[config.mk]
export PLATFORM = sky130hd
export DESIGN_NAME = tcl_text_front
export DESIGN_NICKNAME = d
export VERILOG_FILES = /design/src/tcl_buf2.v /design/src/tcl_dec_fmt.v /design/src/tcl_text_front.v
export VERILOG_INCLUDE_DIRS = /design/src
export SDC_FILE = /design/constraint.sdc
export NUM_CORES = 2
export LEC_CHECK = 0
export ABC_AREA = 1
export CAP_MARGIN = 20
export CORE_MARGIN = 3
export CORE_UTILIZATION = 38
export DETAILED_ROUTE_END_ITERATION = 12
export DONT_BUFFER_PORTS = 1
export GPL_TIMING_DRIVEN = 1
export PLACE_DENSITY = 0.49
export SYNTH_ARGS = -nofsm -noshare
export SYNTH_HDL_FRONTEND = slang
export SYNTH_SLANG_ARGS = --single-unit
[constraint.sdc]
create_clock -name clk -period 8.6 [get_ports clk]
set_input_delay 0.43 -clock clk [delete_from_list [all_inputs] [get_ports clk]]
set_output_delay 0.43 -clock clk [all_outputs]
set_load 0.05 [all_outputs]
[src/tcl_defs.vh]
// Constants of the text command-line front end: character codes,
// mnemonic codes, command numbers, status codes and config fields.
// Assumes inclusion by tcl_text_front.v and one of its two helper modules, the decimal formatter.
`ifndef TCL_DEFS_VH
`define TCL_DEFS_VH

// ----------------------------------------------------------------
// Characters
// ----------------------------------------------------------------
`define TCL_CH_CR      8'h0D
`define TCL_CH_BS      8'h08
`define TCL_CH_SP      8'h20
`define TCL_CH_COMMA   8'h2C
`define TCL_CH_MINUS   8'h2D
`define TCL_CH_ZERO    8'h30
`define TCL_LETTER_OFS 8'h40

// ----------------------------------------------------------------
// Mnemonics, right aligned ASCII
// ----------------------------------------------------------------
`define TCL_MN_ROR  32'h00524F52
`define TCL_MN_ROL  32'h00524F4C
`define TCL_MN_MST  32'h004D5354
`define TCL_MN_MVP  32'h004D5650
`define TCL_MN_SAP  32'h00534150
`define TCL_MN_GAP  32'h00474150
`define TCL_MN_STAP 32'h53544150
`define TCL_MN_RSAP 32'h52534150
`define TCL_MN_SGP  32'h00534750
`define TCL_MN_GGP  32'h00474750
`define TCL_MN_STGP 32'h53544750
`define TCL_MN_RSGP 32'h52534750
`define TCL_MN_RFS  32'h00524653
`define TCL_MN_SIO  32'h0053494F
`define TCL_MN_GIO  32'h0047494F
`define TCL_MN_SCO  32'h0053434F
`define TCL_MN_GCO  32'h0047434F
`define TCL_MN_CCO  32'h0043434F
`define TCL_MN_UF   16'h5546
`define TCL_MN_BIN  32'h0042494E
`define TCL_MN_RUN  32'h0052554E
`define TCL_MN_STOP 32'h53544F50

// ----------------------------------------------------------------
// Command numbers and status codes
// ----------------------------------------------------------------
`define TCL_CMD_ENTER_TEXT 8'h8B
`define TCL_CMD_SCO        8'h1E
`define TCL_CMD_UF0        8'h40
`define TCL_ST_OK          8'h64
`define TCL_ST_INVALID     8'h02
`define TCL_FRAME_LAST     4'h8

// ----------------------------------------------------------------
// Config register fields and sizes
// ----------------------------------------------------------------
`define TCL_CFG_TEXT_BIT 0
`define TCL_CFG_ECHO_LO  4
`define TCL_CFG_ECHO_HI  5
`define TCL_LINE_DEPTH   32
`define TCL_LINE_AW      5

`endif

[src/tcl_buf2.v]
// Two-entry byte buffer with valid/ready on both sides.
// Assumes one clock and a synchronous active-low reset.
`timescale 1ns/10ps
module tcl_buf2 #(
	parameter W = 8
) (
	input  wire         clk,
	input  wire         rstn,
	input  wire         in_valid,
	output wire         in_ready,
	input  wire [W-1:0] in_data,
	output wire         out_valid,
	input  wire         out_ready,
	output wire [W-1:0] out_data
);
	reg [W-1:0] mem0_reg;
	reg [W-1:0] mem1_reg;
	reg [1:0]   cnt_reg;
	reg         rd_reg;
	reg         wr_reg;
	wire        push;
	wire        pop;

	assign in_ready  = (cnt_reg != 2'd2);
	assign out_valid = (cnt_reg != 2'd0);
	assign out_data  = rd_reg ? mem1_reg : mem0_reg;
	assign push      = in_valid & in_ready;
	assign pop       = out_valid & out_ready;

	// Pointer and fill bookkeeping
	always @(posedge clk)
	begin
		if (!rstn)
		begin
			mem0_reg <= {W{1'b0}};
			mem1_reg <= {W{1'b0}};
			cnt_reg  <= 2'd0;
			rd_reg   <= 1'b0;
			wr_reg   <= 1'b0;
		end
		else
		begin
			if (push && !wr_reg)
				mem0_reg <= in_data;
			if (push && wr_reg)
				mem1_reg <= in_data;
			if (push)
				wr_reg <= ~wr_reg;
			if (pop)
				rd_reg <= ~rd_reg;
			cnt_reg <= cnt_reg + {1'b0, push} - {1'b0, pop};
		end
	end
endmodule // tcl_buf2

[src/tcl_dec_fmt.v]
// Signed 32-bit to decimal text, one character per handshake.
// Assumes start is only pulsed while busy is low.
`timescale 1ns/10ps
`include "tcl_defs.vh"
module tcl_dec_fmt (
	input  wire        clk,
	input  wire        rstn,
	input  wire        start,
	input  wire [31:0] value,
	output wire        busy,
	output wire        ch_valid,
	input  wire        ch_ready,
	output wire [7:0]  ch_data
);
	reg        busy_reg;
	reg        neg_reg;
	reg        seen_reg;
	reg [31:0] rem_reg;
	reg [3:0]  pidx_reg;
	reg [3:0]  dig_reg;
	reg [31:0] pw;
	wire       ge;
	wire       show;

	// Power of ten for the current digit position
	always @*
	begin
		case (pidx_reg)
			4'd0: pw = 32'h3B9ACA00;
			4'd1: pw = 32'h05F5E100;
			4'd2: pw = 32'h00989680;
			4'd3: pw = 32'h000F4240;
			4'd4: pw = 32'h000186A0;
			4'd5: pw = 32'h00002710;
			4'd6: pw = 32'h000003E8;
			4'd7: pw = 32'h00000064;
			4'd8: pw = 32'h0000000A;
			default: pw = 32'h00000001;
		endcase
	end

	assign ge       = (rem_reg >= pw);
	assign show     = neg_reg | seen_reg | (dig_reg != 4'd0) |
	                  (pidx_reg == 4'd9);
	assign busy     = busy_reg;
	assign ch_valid = busy_reg & (neg_reg | (!ge & show));
	assign ch_data  = neg_reg ? `TCL_CH_MINUS :
	                  (`TCL_CH_ZERO + {4'h0, dig_reg});

	// Repeated subtraction, leading zeros suppressed
	always @(posedge clk)
	begin
		if (!rstn)
		begin
			busy_reg <= 1'b0;
			neg_reg  <= 1'b0;
			seen_reg <= 1'b0;
			rem_reg  <= 32'h00000000;
			pidx_reg <= 4'd0;
			dig_reg  <= 4'd0;
		end
		else if (start)
		begin
			busy_reg <= 1'b1;
			neg_reg  <= value[31];
			seen_reg <= 1'b0;
			rem_reg  <= value[31] ? (~value + 32'h00000001) : value;
			pidx_reg <= 4'd0;
			dig_reg  <= 4'd0;
		end
		else if (busy_reg)
		begin
			if (neg_reg)
			begin
				if (ch_ready)
					neg_reg <= 1'b0;
			end
			else if (ge)
			begin
				rem_reg <= rem_reg - pw;
				dig_reg <= dig_reg + 4'd1;
			end
			else if (!show || ch_ready)
			begin
				seen_reg <= show;
				dig_reg  <= 4'd0;
				pidx_reg <= pidx_reg + 4'd1;
				if (pidx_reg == 4'd9)
					busy_reg <= 1'b0;
			end
		end
	end
endmodule // tcl_dec_fmt

[src/tcl_text_front.v]
// Text command-line front end: binary frame watch, line entry with
// echo, parser, command dispatch and decimal text reply.
// Assumes one 200 MHz clock; rx and execution ports are synchronous.
`timescale 1ns/10ps
`include "tcl_defs.vh"
module tcl_text_front (
	input  wire        clk,
	input  wire        rstn,
	input  wire [7:0]  cfg_init,
	input  wire        cfg_wr,
	input  wire [7:0]  cfg_wdata,
	output wire [7:0]  cfg_rdata,
	input  wire [7:0]  mod_addr,
	input  wire [7:0]  host_addr,
	input  wire        rx_valid,
	output wire        rx_ready,
	input  wire [7:0]  rx_data,
	output wire        tx_valid,
	input  wire        tx_ready,
	output wire [7:0]  tx_data,
	output wire        bin_valid,
	output wire [7:0]  bin_data,
	output wire        text_mode,
	output wire        exe_valid,
	output wire [7:0]  exe_cmd,
	output wire [7:0]  exe_type,
	output wire [7:0]  exe_motor,
	output wire [31:0] exe_value,
	input  wire        exe_done,
	input  wire [7:0]  exe_status,
	input  wire [31:0] exe_result,
	output wire        prog_run,
	output wire        prog_stop
);
	localparam S_INIT  = 3'd0;
	localparam S_BIN   = 3'd1;
	localparam S_COLL  = 3'd2;
	localparam S_ECHO  = 3'd3;
	localparam S_PARSE = 3'd4;
	localparam S_EXEC  = 3'd5;
	localparam S_REPLY = 3'd6;

	reg [2:0]  st_reg;
	reg [7:0]  cfg_reg;
	reg [7:0]  line_reg [0:`TCL_LINE_DEPTH-1];
	reg [5:0]  cnt_reg;
	reg [5:0]  idx_reg;
	reg        addr_hit_reg;
	reg        ovf_reg;
	reg [3:0]  fcnt_reg;
	reg [7:0]  fsum_reg;
	reg [7:0]  faddr_reg;
	reg [7:0]  fcmd_reg;
	reg        bin_valid_reg;
	reg [7:0]  bin_data_reg;
	reg [1:0]  ps_reg;
	reg [31:0] mn_reg;
	reg [2:0]  mn_len_reg;
	reg [31:0] acc_reg;
	reg        neg_reg;
	reg        innum_reg;
	reg        kw_reg;
	reg [1:0]  pcnt_reg;
	reg        perr_reg;
	reg [31:0] p0_reg;
	reg [31:0] p1_reg;
	reg [31:0] p2_reg;
	reg        exe_valid_reg;
	reg [7:0]  exe_cmd_reg;
	reg [7:0]  exe_type_reg;
	reg [7:0]  exe_motor_reg;
	reg [31:0] exe_value_reg;
	reg [7:0]  rst_code_reg;
	reg [31:0] rval_reg;
	reg [3:0]  rp_reg;
	reg        leave_reg;
	reg        run_reg;
	reg        stop_reg;
	reg        emit_valid;
	reg [7:0]  emit_data;
	reg [9:0]  look;
	wire       emit_ready;
	wire       dec_busy;
	wire       dec_valid;
	wire [7:0] dec_data;
	wire       dec_start;
	wire       rx_fire;
	wire [7:0] my_letter;
	wire [7:0] c;
	wire       is_letter;
	wire       is_digit;
	wire       echo_imm;
	wire       echo_line;
	wire       first_hit;
	wire [31:0] acc_x10;
	wire [31:0] acc_sgn;
	wire [5:0]  cnt_dec;

	assign my_letter = `TCL_LETTER_OFS + mod_addr;
	assign echo_imm  = !cfg_reg[`TCL_CFG_ECHO_LO] &&
	                   !cfg_reg[`TCL_CFG_ECHO_HI];
	assign echo_line = cfg_reg[`TCL_CFG_ECHO_LO] &&
	                   !cfg_reg[`TCL_CFG_ECHO_HI];
	assign rx_ready  = (st_reg == S_BIN) ||
	                   ((st_reg == S_COLL) && emit_ready);
	assign rx_fire   = rx_valid & rx_ready;
	assign first_hit = (cnt_reg == 6'd0) && (rx_data == my_letter);
	assign c         = line_reg[idx_reg[4:0]];
	assign is_letter = (c >= 8'h41) && (c <= 8'h5A);
	assign is_digit  = (c >= 8'h30) && (c <= 8'h39);
	assign acc_x10   = {acc_reg[28:0], 3'b000} + {acc_reg[30:0], 1'b0};
	assign acc_sgn   = neg_reg ? (~acc_reg + 32'h00000001) : acc_reg;
	assign cnt_dec   = cnt_reg - 6'd1;
	assign dec_start = (st_reg == S_REPLY) &&
	                   ((rp_reg == 4'd3) || (rp_reg == 4'd6));
	assign cfg_rdata = cfg_reg;
	assign text_mode = (st_reg != S_BIN) && (st_reg != S_INIT);
	assign bin_valid = bin_valid_reg;
	assign bin_data  = bin_data_reg;
	assign exe_valid = exe_valid_reg;
	assign exe_cmd   = exe_cmd_reg;
	assign exe_type  = exe_type_reg;
	assign exe_motor = exe_motor_reg;
	assign exe_value = exe_value_reg;
	assign prog_run  = run_reg;
	assign prog_stop = stop_reg;

	// ------------------------------------------------------------
	// Accepted command table: {ok, motor first, command number}
	// ------------------------------------------------------------
	always @*
	begin
		look = 10'h000;
		case (mn_reg)
			`TCL_MN_ROR:  look = 10'h301;
			`TCL_MN_ROL:  look = 10'h302;
			`TCL_MN_MST:  look = 10'h303;
			`TCL_MN_MVP:  look = 10'h204;
			`TCL_MN_SAP:  look = 10'h205;
			`TCL_MN_GAP:  look = 10'h206;
			`TCL_MN_STAP: look = 10'h207;
			`TCL_MN_RSAP: look = 10'h208;
			`TCL_MN_SGP:  look = 10'h209;
			`TCL_MN_GGP:  look = 10'h20A;
			`TCL_MN_STGP: look = 10'h20B;
			`TCL_MN_RSGP: look = 10'h20C;
			`TCL_MN_RFS:  look = 10'h20D;
			`TCL_MN_SIO:  look = 10'h20E;
			`TCL_MN_GIO:  look = 10'h20F;
			`TCL_MN_SCO:  look = 10'h21E;
			`TCL_MN_GCO:  look = 10'h21F;
			`TCL_MN_CCO:  look = 10'h220;
			default:
			begin
				if (mn_reg[31:8] == {8'h00, `TCL_MN_UF} &&
				    mn_reg[7:0] >= 8'h30 && mn_reg[7:0] <= 8'h37)
					look = {2'b10, `TCL_CMD_UF0 + mn_reg[7:0] - 8'h30};
			end
		endcase
	end

	// ------------------------------------------------------------
	// Byte source for the transmit buffer
	// ------------------------------------------------------------
	always @*
	begin
		emit_valid = 1'b0;
		emit_data  = rx_data;
		case (st_reg)
			S_COLL:
			begin
				// Echo only lines for this module, immediate mode
				emit_valid = rx_fire && echo_imm &&
				             (addr_hit_reg || first_hit);
			end
			S_ECHO:
			begin
				emit_valid = 1'b1;
				emit_data  = (idx_reg == cnt_reg) ? `TCL_CH_CR : c;
			end
			S_REPLY:
			begin
				emit_valid = 1'b1;
				case (rp_reg)
					4'd0: emit_data = `TCL_LETTER_OFS + host_addr;
					4'd1: emit_data = my_letter;
					4'd2: emit_data = `TCL_CH_SP;
					4'd5: emit_data = `TCL_CH_SP;
					4'd8: emit_data = `TCL_CH_CR;
					4'd4, 4'd7:
					begin
						emit_valid = dec_valid;
						emit_data  = dec_data;
					end
					default: emit_valid = 1'b0;
				endcase
			end
			default: emit_valid = 1'b0;
		endcase
	end

	// ------------------------------------------------------------
	// Line storage, written only while collecting
	// ------------------------------------------------------------
	always @(posedge clk)
	begin
		if (st_reg == S_COLL && rx_fire && cnt_reg < `TCL_LINE_DEPTH)
			line_reg[cnt_reg[4:0]] <= rx_data;
	end

	// ------------------------------------------------------------
	// Main sequencer
	// ------------------------------------------------------------
	always @(posedge clk)
	begin
		if (!rstn)
		begin
			st_reg <= S_INIT;       cfg_reg <= 8'h00;
			cnt_reg <= 6'd0;        idx_reg <= 6'd0;
			addr_hit_reg <= 1'b0;   ovf_reg <= 1'b0;
			fcnt_reg <= 4'd0;       fsum_reg <= 8'h00;
			faddr_reg <= 8'h00;     fcmd_reg <= 8'h00;
			bin_valid_reg <= 1'b0;  bin_data_reg <= 8'h00;
			ps_reg <= 2'd0;         mn_reg <= 32'h00000000;
			mn_len_reg <= 3'd0;     acc_reg <= 32'h00000000;
			neg_reg <= 1'b0;        innum_reg <= 1'b0;
			kw_reg <= 1'b0;         pcnt_reg <= 2'd0;
			perr_reg <= 1'b0;       p0_reg <= 32'h00000000;
			p1_reg <= 32'h00000000; p2_reg <= 32'h00000000;
			exe_valid_reg <= 1'b0;  exe_cmd_reg <= 8'h00;
			exe_type_reg <= 8'h00;  exe_motor_reg <= 8'h00;
			exe_value_reg <= 32'h00000000;
			rst_code_reg <= 8'h00;  rval_reg <= 32'h00000000;
			rp_reg <= 4'd0;         leave_reg <= 1'b0;
			run_reg <= 1'b0;        stop_reg <= 1'b0;
		end
		else
		begin
			run_reg <= 1'b0;
			stop_reg <= 1'b0;
			bin_valid_reg <= 1'b0;
			if (cfg_wr)
				cfg_reg <= cfg_wdata;
			case (st_reg)
				S_INIT:
				begin
					// Stored setting picks the startup mode
					cfg_reg <= cfg_init;
					st_reg  <= cfg_init[`TCL_CFG_TEXT_BIT] ?
					           S_COLL : S_BIN;
				end
				S_BIN:
				begin
					if (rx_fire)
					begin
						bin_valid_reg <= 1'b1;
						bin_data_reg  <= rx_data;
						fsum_reg <= fsum_reg + rx_data;
						fcnt_reg <= fcnt_reg + 4'd1;
						if (fcnt_reg == 4'd0)
							faddr_reg <= rx_data;
						if (fcnt_reg == 4'd1)
							fcmd_reg <= rx_data;
						if (fcnt_reg == `TCL_FRAME_LAST)
						begin
							fcnt_reg <= 4'd0;
							fsum_reg <= 8'h00;
							if (fsum_reg == rx_data &&
							    faddr_reg == mod_addr &&
							    fcmd_reg == `TCL_CMD_ENTER_TEXT)
								st_reg <= S_COLL;
						end
					end
				end
				S_COLL:
				begin
					if (rx_fire)
					begin
						if (rx_data == `TCL_CH_CR)
						begin
							idx_reg <= 6'd0;
							ovf_reg <= addr_hit_reg & ovf_reg;
							if (!addr_hit_reg)
								cnt_reg <= 6'd0;
							else
								st_reg <= echo_line ? S_ECHO : S_PARSE;
						end
						else if (rx_data == `TCL_CH_BS)
						begin
							if (cnt_reg != 6'd0)
								cnt_reg <= cnt_dec;
							if (cnt_reg == 6'd1)
								addr_hit_reg <= 1'b0;
						end
						else if (cnt_reg < `TCL_LINE_DEPTH)
						begin
							cnt_reg <= cnt_reg + 6'd1;
							if (cnt_reg == 6'd0)
								addr_hit_reg <= first_hit;
						end
						else
							ovf_reg <= 1'b1;
					end
				end
				S_ECHO:
				begin
					if (emit_ready)
					begin
						idx_reg <= idx_reg + 6'd1;
						if (idx_reg == cnt_reg)
						begin
							idx_reg <= 6'd1;
							st_reg  <= S_PARSE;
						end
					end
				end
				S_PARSE:
				begin
					if (idx_reg == 6'd0)
						idx_reg <= 6'd1;
					else if (idx_reg < cnt_reg)
					begin
						idx_reg <= idx_reg + 6'd1;
						case (ps_reg)
							2'd0:
							begin
								if (is_letter)
								begin
									mn_reg <= {24'h000000, c};
									mn_len_reg <= 3'd1;
									ps_reg <= 2'd1;
								end
								else if (c != `TCL_CH_SP)
									perr_reg <= 1'b1;
							end
							2'd1:
							begin
								if (c == `TCL_CH_SP)
									ps_reg <= 2'd2;
								else if ((is_letter || is_digit) &&
								         mn_len_reg != 3'd4)
								begin
									mn_reg <= {mn_reg[23:0], c};
									mn_len_reg <= mn_len_reg + 3'd1;
								end
								else
									perr_reg <= 1'b1;
							end
							default:
							begin
								// Numbers and ABS/REL/COORD words
								if (c == `TCL_CH_SP || c == `TCL_CH_COMMA)
								begin
									if (innum_reg)
									begin
										if (pcnt_reg == 2'd0) p0_reg <= acc_sgn;
										if (pcnt_reg == 2'd1) p1_reg <= acc_sgn;
										if (pcnt_reg == 2'd2) p2_reg <= acc_sgn;
										if (pcnt_reg == 2'd3) perr_reg <= 1'b1;
										pcnt_reg <= pcnt_reg + 2'd1;
									end
									innum_reg <= 1'b0;
									kw_reg <= 1'b0;
									neg_reg <= 1'b0;
									acc_reg <= 32'h00000000;
								end
								else if (c == `TCL_CH_MINUS && !innum_reg)
								begin
									neg_reg <= 1'b1;
									innum_reg <= 1'b1;
								end
								else if (is_digit && !kw_reg)
								begin
									acc_reg <= acc_x10 + {24'h000000,
									           c - `TCL_CH_ZERO};
									innum_reg <= 1'b1;
								end
								else if (is_letter && !innum_reg)
								begin
									innum_reg <= 1'b1;
									kw_reg <= 1'b1;
									acc_reg <= (c == 8'h52) ? 32'h00000001 :
									           (c == 8'h43) ? 32'h00000002 :
									           32'h00000000;
								end
								else if (!(is_letter && kw_reg))
									perr_reg <= 1'b1;
							end
						endcase
					end
					else
					begin
						// Close last number, then dispatch
						if (innum_reg)
						begin
							if (pcnt_reg == 2'd0) p0_reg <= acc_sgn;
							if (pcnt_reg == 2'd1) p1_reg <= acc_sgn;
							if (pcnt_reg == 2'd2) p2_reg <= acc_sgn;
							if (pcnt_reg == 2'd3) perr_reg <= 1'b1;
							innum_reg <= 1'b0;
						end
						else
						begin
							rst_code_reg <= `TCL_ST_OK;
							rval_reg <= 32'h00000000;
							rp_reg <= 4'd0;
							st_reg <= S_REPLY;
							if (perr_reg || ovf_reg)
								rst_code_reg <= `TCL_ST_INVALID;
							else if (mn_reg == `TCL_MN_BIN)
								leave_reg <= 1'b1;
							else if (mn_reg == `TCL_MN_RUN)
								run_reg <= 1'b1;
							else if (mn_reg == `TCL_MN_STOP)
								stop_reg <= 1'b1;
							else if (look[9])
							begin
								exe_valid_reg <= 1'b1;
								exe_cmd_reg <= look[7:0];
								exe_type_reg <= look[8] ? 8'h00 : p0_reg[7:0];
								exe_motor_reg <= look[8] ? p0_reg[7:0] :
								                 p1_reg[7:0];
								exe_value_reg <= look[8] ? p1_reg : p2_reg;
								st_reg <= S_EXEC;
							end
							else
								rst_code_reg <= `TCL_ST_INVALID;
						end
					end
				end
				S_EXEC:
				begin
					if (exe_done)
					begin
						exe_valid_reg <= 1'b0;
						rst_code_reg <= exe_status;
						rval_reg <= exe_result;
						st_reg <= S_REPLY;
					end
				end
				S_REPLY:
				begin
					// Fixed characters wait for room, digits for done
					if ((rp_reg == 4'd3) || (rp_reg == 4'd6) ||
					    (((rp_reg == 4'd4) || (rp_reg == 4'd7)) &&
					     !dec_busy) ||
					    (emit_valid && emit_ready &&
					     rp_reg != 4'd4 && rp_reg != 4'd7))
						rp_reg <= rp_reg + 4'd1;
					if (rp_reg == 4'd8 && emit_ready)
					begin
						st_reg <= leave_reg ? S_BIN : S_COLL;
						leave_reg <= 1'b0;
						cnt_reg <= 6'd0;
						idx_reg <= 6'd0;
						addr_hit_reg <= 1'b0;
						ovf_reg <= 1'b0;
						ps_reg <= 2'd0;
						mn_reg <= 32'h00000000;
						perr_reg <= 1'b0;
						pcnt_reg <= 2'd0;
						acc_reg <= 32'h00000000;
						neg_reg <= 1'b0;
						kw_reg <= 1'b0;
						p0_reg <= 32'h00000000;
						p1_reg <= 32'h00000000;
						p2_reg <= 32'h00000000;
						fcnt_reg <= 4'd0;
						fsum_reg <= 8'h00;
					end
				end
				default: st_reg <= S_INIT;
			endcase
		end
	end

	// ------------------------------------------------------------
	// Decimal formatter and transmit buffer
	// ------------------------------------------------------------
	tcl_dec_fmt u_dec (
		.clk      (clk),
		.rstn     (rstn),
		.start    (dec_start),
		.value    ((rp_reg == 4'd3) ? {24'h000000, rst_code_reg} :
		           rval_reg),
		.busy     (dec_busy),
		.ch_valid (dec_valid),
		.ch_ready (emit_ready && (st_reg == S_REPLY)),
		.ch_data  (dec_data)
	);

	tcl_buf2 #(.W(8)) u_buf (
		.clk       (clk),
		.rstn      (rstn),
		.in_valid  (emit_valid),
		.in_ready  (emit_ready),
		.in_data   (emit_data),
		.out_valid (tx_valid),
		.out_ready (tx_ready),
		.out_data  (tx_data)
	);
endmodule // tcl_text_front

==> Yosys cells after proc, flatten, opt, wreduce, memory -nomap -nowiden <==
Memories as Yosys holds them, arrays and structs flattened. A register that Yosys moved wholly into a read port is not among the register bits.
Index checks and enable logic that the tools add are counted.
{ "word_totals": {"mem_bits_rw": 256, "inputBits": 86, "ff_bits": 400, "word_cells": 556, "output_inout_bits": 87, "memories": 2, "romBits": 480} }
{ "classes": {"n_eq_ne": 122, "reduce_logical": 103, "bitwise_logic": 25, "muxes": 226, "addsub": 23, "n_lt_le_gt_ge": 9} }
{ "mem_list": {"columns": ["name", "depth", "width", "rd", "rd_clocked_by_memory_dff", "wr", "line", "text"], "rows": [
  ["(name not given)", 16, 30, 1, 1, 0, "tcl_dec_fmt.v:28", "case (pidx_reg)"],
  ["line_reg", 32, 8, 1, 1, 1, "tcl_text_front.v:45", "reg [7:0] line_reg [0:`TCL_LINE_DEPTH-1];"]
]} }
{ "op_table": {"columns": ["cell", "count"], "rows": [
  ["two-way mux 32 bit", 43],
  ["equality test 32 x 23 -> 1 bit (second input constant)", 16],
  ["case mux 32 bit (2 select lines)", 7],
  ["case mux 10 bit (18 select lines)", 1],
  ["equality test 32 x 31 -> 1 bit (second input constant)", 5],
  ["two-way mux 8 bit", 14],
  ["two-way mux 6 bit", 13],
  ["two-way mux 1 bit", 70],
  ["adder 32 x 1 -> 32 bit (second input constant)", 2],
  ["inverter 32 bit", 2],
  ["inequality test 2 bit (second input constant)", 26],
  ["two-way mux 3 bit", 17],
  ["inequality test 3 bit (second input constant)", 16],
  ["case mux 8 bit (2 select lines)", 3],
  ["two-way mux 4 bit", 11],
  ["AND reduction 7 bit", 6],
  ["case mux 8 bit (5 select lines)", 1],
  ["two-way mux 2 bit", 19],
  ["two-way mux 7 bit", 5],
  ["adder 32 bit", 1],
  ["adder 32 x 8 -> 32 bit", 1],
  [">= comparator 32 bit", 1],
  ["subtractor 32 bit", 1],
  ["logical AND 1 bit", 29],
  ["other kinds (80)", 198]
]} }

==> Logic depth before layout (Yosys ltp) <==
{ "logic_depth": {"ltp_word": 14, "mapped_depth": 30, "mapped_depth_nobuf": 28} }

==> Modules after synthesis <==
Synthesis repeated with hierarchy kept, for this count alone.
{ "unflattened": {"cells_unflattened": 4734, "area_unflattened_um2": 35825.6} }
{ "modules_own_cells": {"columns": ["module", "n_inst", "area_each_um2", "cells_per_inst"], "rows": [
  ["tcl_text_front", 1, 28765.1, 3568],
  ["tcl_dec_fmt", 1, 6068.3, 1029],
  ["tcl_buf2", 1, 992.2, 137]
]} }

==> Worst setup path before layout <==
OpenSTA, ideal clock, no wires.
{ "synth_path": {"path_type": "reg-to-reg", "startpoint": "reg with a tool-made name", "endpoint": "reg acc_reg[27]", "t_arrival_ns": 4.015, "slack_ns": 4.452, "setup_ns": 0.132, "synth_period_minus_slack_ns": 4.148, "path_stages_with_launch": 27, "cell_sequence": "dfxtp_1 -> inv_2 -> clkbuf_1 -> nand3_1 -> nand3_1 -> nand2_1 -> nand2_1 -> nand2_1 -> nand2_1 -> nand2_1 -> ha_1 -> xor2_1 -> fa_1 -> inv_1 -> ha_1 -> a21oi_1 -> a21boi_0 -> o21ai_0 -> a21oi_1 -> o21ai_0 -> nand2_1 -> nand2_1 -> nand2_1 -> nand2_1 -> or2_2 -> nand3_1 -> a21oi_1"} }
{ "synth_rtl": {"columns": ["element", "line", "text"], "rows": [
  ["to (signal assigned)", "tcl_text_front.v:374", "acc_reg <= acc_x10 + {24'h000000,"],
  ["to (signal assigned)", "tcl_text_front.v:382", "acc_reg <= (c == 8'h52) ? 32'h00000001 :"],
  ["to (decl)", "tcl_text_front.v:59", "reg [31:0] acc_reg;"]
]} }

==> out/metrics.csv <==
metric,value,unit
status,"finished, final reports clean",
"area leader, netlist",dfxtp_1,
fraction of layout cells with a size suffix above 1,0.0525,
Worst setup EP type,flop,
"Worst Path Class, Setup",reg -> reg,
largest fanout on the critical path,87,
dpl cells,5417,
Clock Path Buffers,3,
CTS tree,done,
synthesized area,34500,um^2
Clock Sinks,660,
synth warn,0,
Slew Limit Fails,0,
Fin Clk Skew,0.0376,ns
Final Util,0.434,
I/O Pins,173,
switching pwr,3.25,mW
initial core utilization,0.387,
cell area after layout,38700,um^2
Crit path arrival time,6.75,ns
most frequent cells in the layout,"935 x nand2_1, 551 x nor2_1, 421 x nand3_1, 402 x dfxtp_1, 360 x inv_1",
post-route setup slack,2.32,ns
Root Driver,clkbuf_16,
GRT overflow,0,
DR vias,29600,
synth top area cells,"dfxtp_1 23%, edfxtp_1 22%, nand2_1 10%",
Sequential Power Share,0.391,
Critical-path top delay cell,dfxtp_4,
cell repeated most along the worst path,nand2_1,
max_cap viols,0,
crit share post-route,0.730,
FF-to-FF End,acc_reg[27]$_SDFFE_PN0P_,
Post-synth EDFFs,256,
WP depth,27,
IO Port Bufs,0,
VDD IR-drop max,0.000138,V
Final Setup Violations,0,
pwr dens,242,nW/um^2
global-route wire length before repair,168000,um
n_diodes,0,
Post-DP HPWL,72500,um
share of the yosys chip area belonging to registers,0.457,
worst path required time,9.07,ns
core area,89200,um^2
"commonest non-fill, non-tap cell in the layout",nand2_1,
largest net degree at the start of global routing,227,
vias in the first global route,28300,
post-cts sizing count,0,
max reg flops,256,
static leakage power,15.7,nW
Syn Nets,4644,
Worst Tran Pin Value,0.991,ns
area grow syn2layout,12.2,%
Die Height,307,um
setup bufs post-CTS,0,
Overall Power,9.35,mW
Synth cell types,64,
Post-Layout Cell Count,5621,
routed wire length,108000,um
area post-placement,35200,um^2
Worst Reg-to-Reg Cells,27,
worst hold path type,in -> reg,
initial antenna violation count,1,
Synth async-reset ratio,0,
combinational share of power,0.238,
Critical Path End,acc_reg[27]$_SDFFE_PN0P_,
setup TNS after final layout,0,ns
dpl ws,2.34,ns
cells after synthesis,4409,
worst skew pair latency,0.66,ns
post-layout minimum cycle time,6.28,ns
max_slew headroom,0.339,
cts bufs inserted,77,
clock power share,0.371,
Die ar.,94400,um^2
#FFs+latches synth,660,
startpoint types,flop,
clk slew on worst S/H paths,0.06,ns
post-synth top area share,0.234,
Pre-antenna DRT Iters,7,
unrepaired setup endpoints after global routing,false,
Mapped Avg Cell Area,7.82,um^2
Placer Congestion,0.882,
Routed wire per std cell,19.3,um
Final Hold Vio Count,0,
final net count,4633,
Antenna Nets Post-Route,0,
final hold slack,0.0537,ns
Pint,6.11,mW
Max H-tree Level,3,
Crit path largest cell delay,0.88,ns
largest delay contributor family on the critical path,simple AND/OR/NAND/NOR gates,
CTS Hold Bufs,66,
Via density,5.27,
DRT iter0 DRCs,2239,
All-Layer GR Usage,0.226,
die span in x,307,um
Rows,109,
DRC errors left,0,
R2R Setup Slk,2.32,ns
worst path buffer plus inverter count,3,
top_reg_cell synth,dfxtp_1,
Peak Freq,0.159,GHz
Sw Ratio,0.347,
layout make-up:
class                           count  area, um^2
Inverter                          379        1430
Sequential cell                   660       15800
Clock inverter                     37         528
Clock buffer                      100        2160
Multi-Input combinational cell   3179       16300
Tap cell                         1165        1460
Fill cell                        9194       50500
Timing Repair Buffer              101        1040
power by group through the flow:
stage / Clock, mW / Combinational (mW) / Sequential [mW]
6_report: 3.47 / 2.23 / 3.65
5_1_grt: 3.69 / 2.51 / 3.68
4_1_cts: 3.57 / 2.23 / 3.65
3_5_place_dp: 0 / 2.13 / 3.72
3_3_place_gp: 0 / 2.12 / 3.72
2_1_floorplan: 0 / 1.59 / 3.64
worst register-to-register path, delay by kind of cell (launching register included):
family	cells	cell delay [ns]
and+or+nand+nor	14	1.49
adders and majority gates	3	1.20
DFF	1	0.88
AOI/OAI and AO/OA	6	1.30
xor gates and xnor gates	1	0.19
buffers and inverters	3	1.03
cell usage after synthesis, types with 26 or more instances:
| library cell | number |
|---|---|
| nand2_1 | 935 |
| nor2_1 | 554 |
| nand3_1 | 421 |
| dfxtp_1 | 404 |
| inv_1 | 364 |
| o21ai_0 | 329 |
| a21oi_1 | 321 |
| edfxtp_1 | 256 |
| ha_1 | 141 |
| clkbuf_1 | 103 |
| nor3_1 | 76 |
| buf_2 | 47 |
| xor2_1 | 47 |
| a22oi_1 | 38 |
| nand4_1 | 35 |
| o211ai_1 | 27 |
| or2_2 | 27 |
| a31oi_1 | 26 |
| o211a_1 | 26 |
routing by layer:
metal / vias up / global-route usage / wire, um
met1: 13900 / 0.313 / 51200
met2: 653 / 0.364 / 49100
met4: 0 / 0.0670 / 2700
met3: 138 / 0.0352 / 5290
met5: - / 0 / 0
li1: 14900 / - / -
worst min path at each step:
| stage | start | cells past startpoint | endpoint | slack, ns |
|---|---|---|---|---|
| floorplan | u_buf.mem1_reg[6]$_SDFFE_PN0P_ | 2 | u_buf.mem1_reg[6]$_SDFFE_PN0P_ | 0.42 |
| global placement | u_buf.mem1_reg[6]$_SDFFE_PN0P_ | 2 | u_buf.mem1_reg[6]$_SDFFE_PN0P_ | 0.43 |
| detailed placement | u_buf.mem1_reg[6]$_SDFFE_PN0P_ | 2 | u_buf.mem1_reg[6]$_SDFFE_PN0P_ | 0.44 |
| CTS | rstn | 2 | exe_motor[5]$_SDFFE_PN0P_ | 0.01 |
| global route | rstn | 2 | exe_motor[5]$_SDFFE_PN0P_ | 0.03 |
| finish | rstn | 2 | exe_motor[5]$_SDFFE_PN0P_ | 0.05 |
logic make-up after synthesis:
family                     after synthesis  synth area share
buffers and inverters                  570            0.0702
DFF                                    660             0.457
AOI/OAI and AO/OA                      852             0.140
and+or+nand+nor                       2108             0.259
adders and majority gates              149            0.0558
xor gates and xnor gates                70            0.0178
Power figures use the tool's default switching activity.
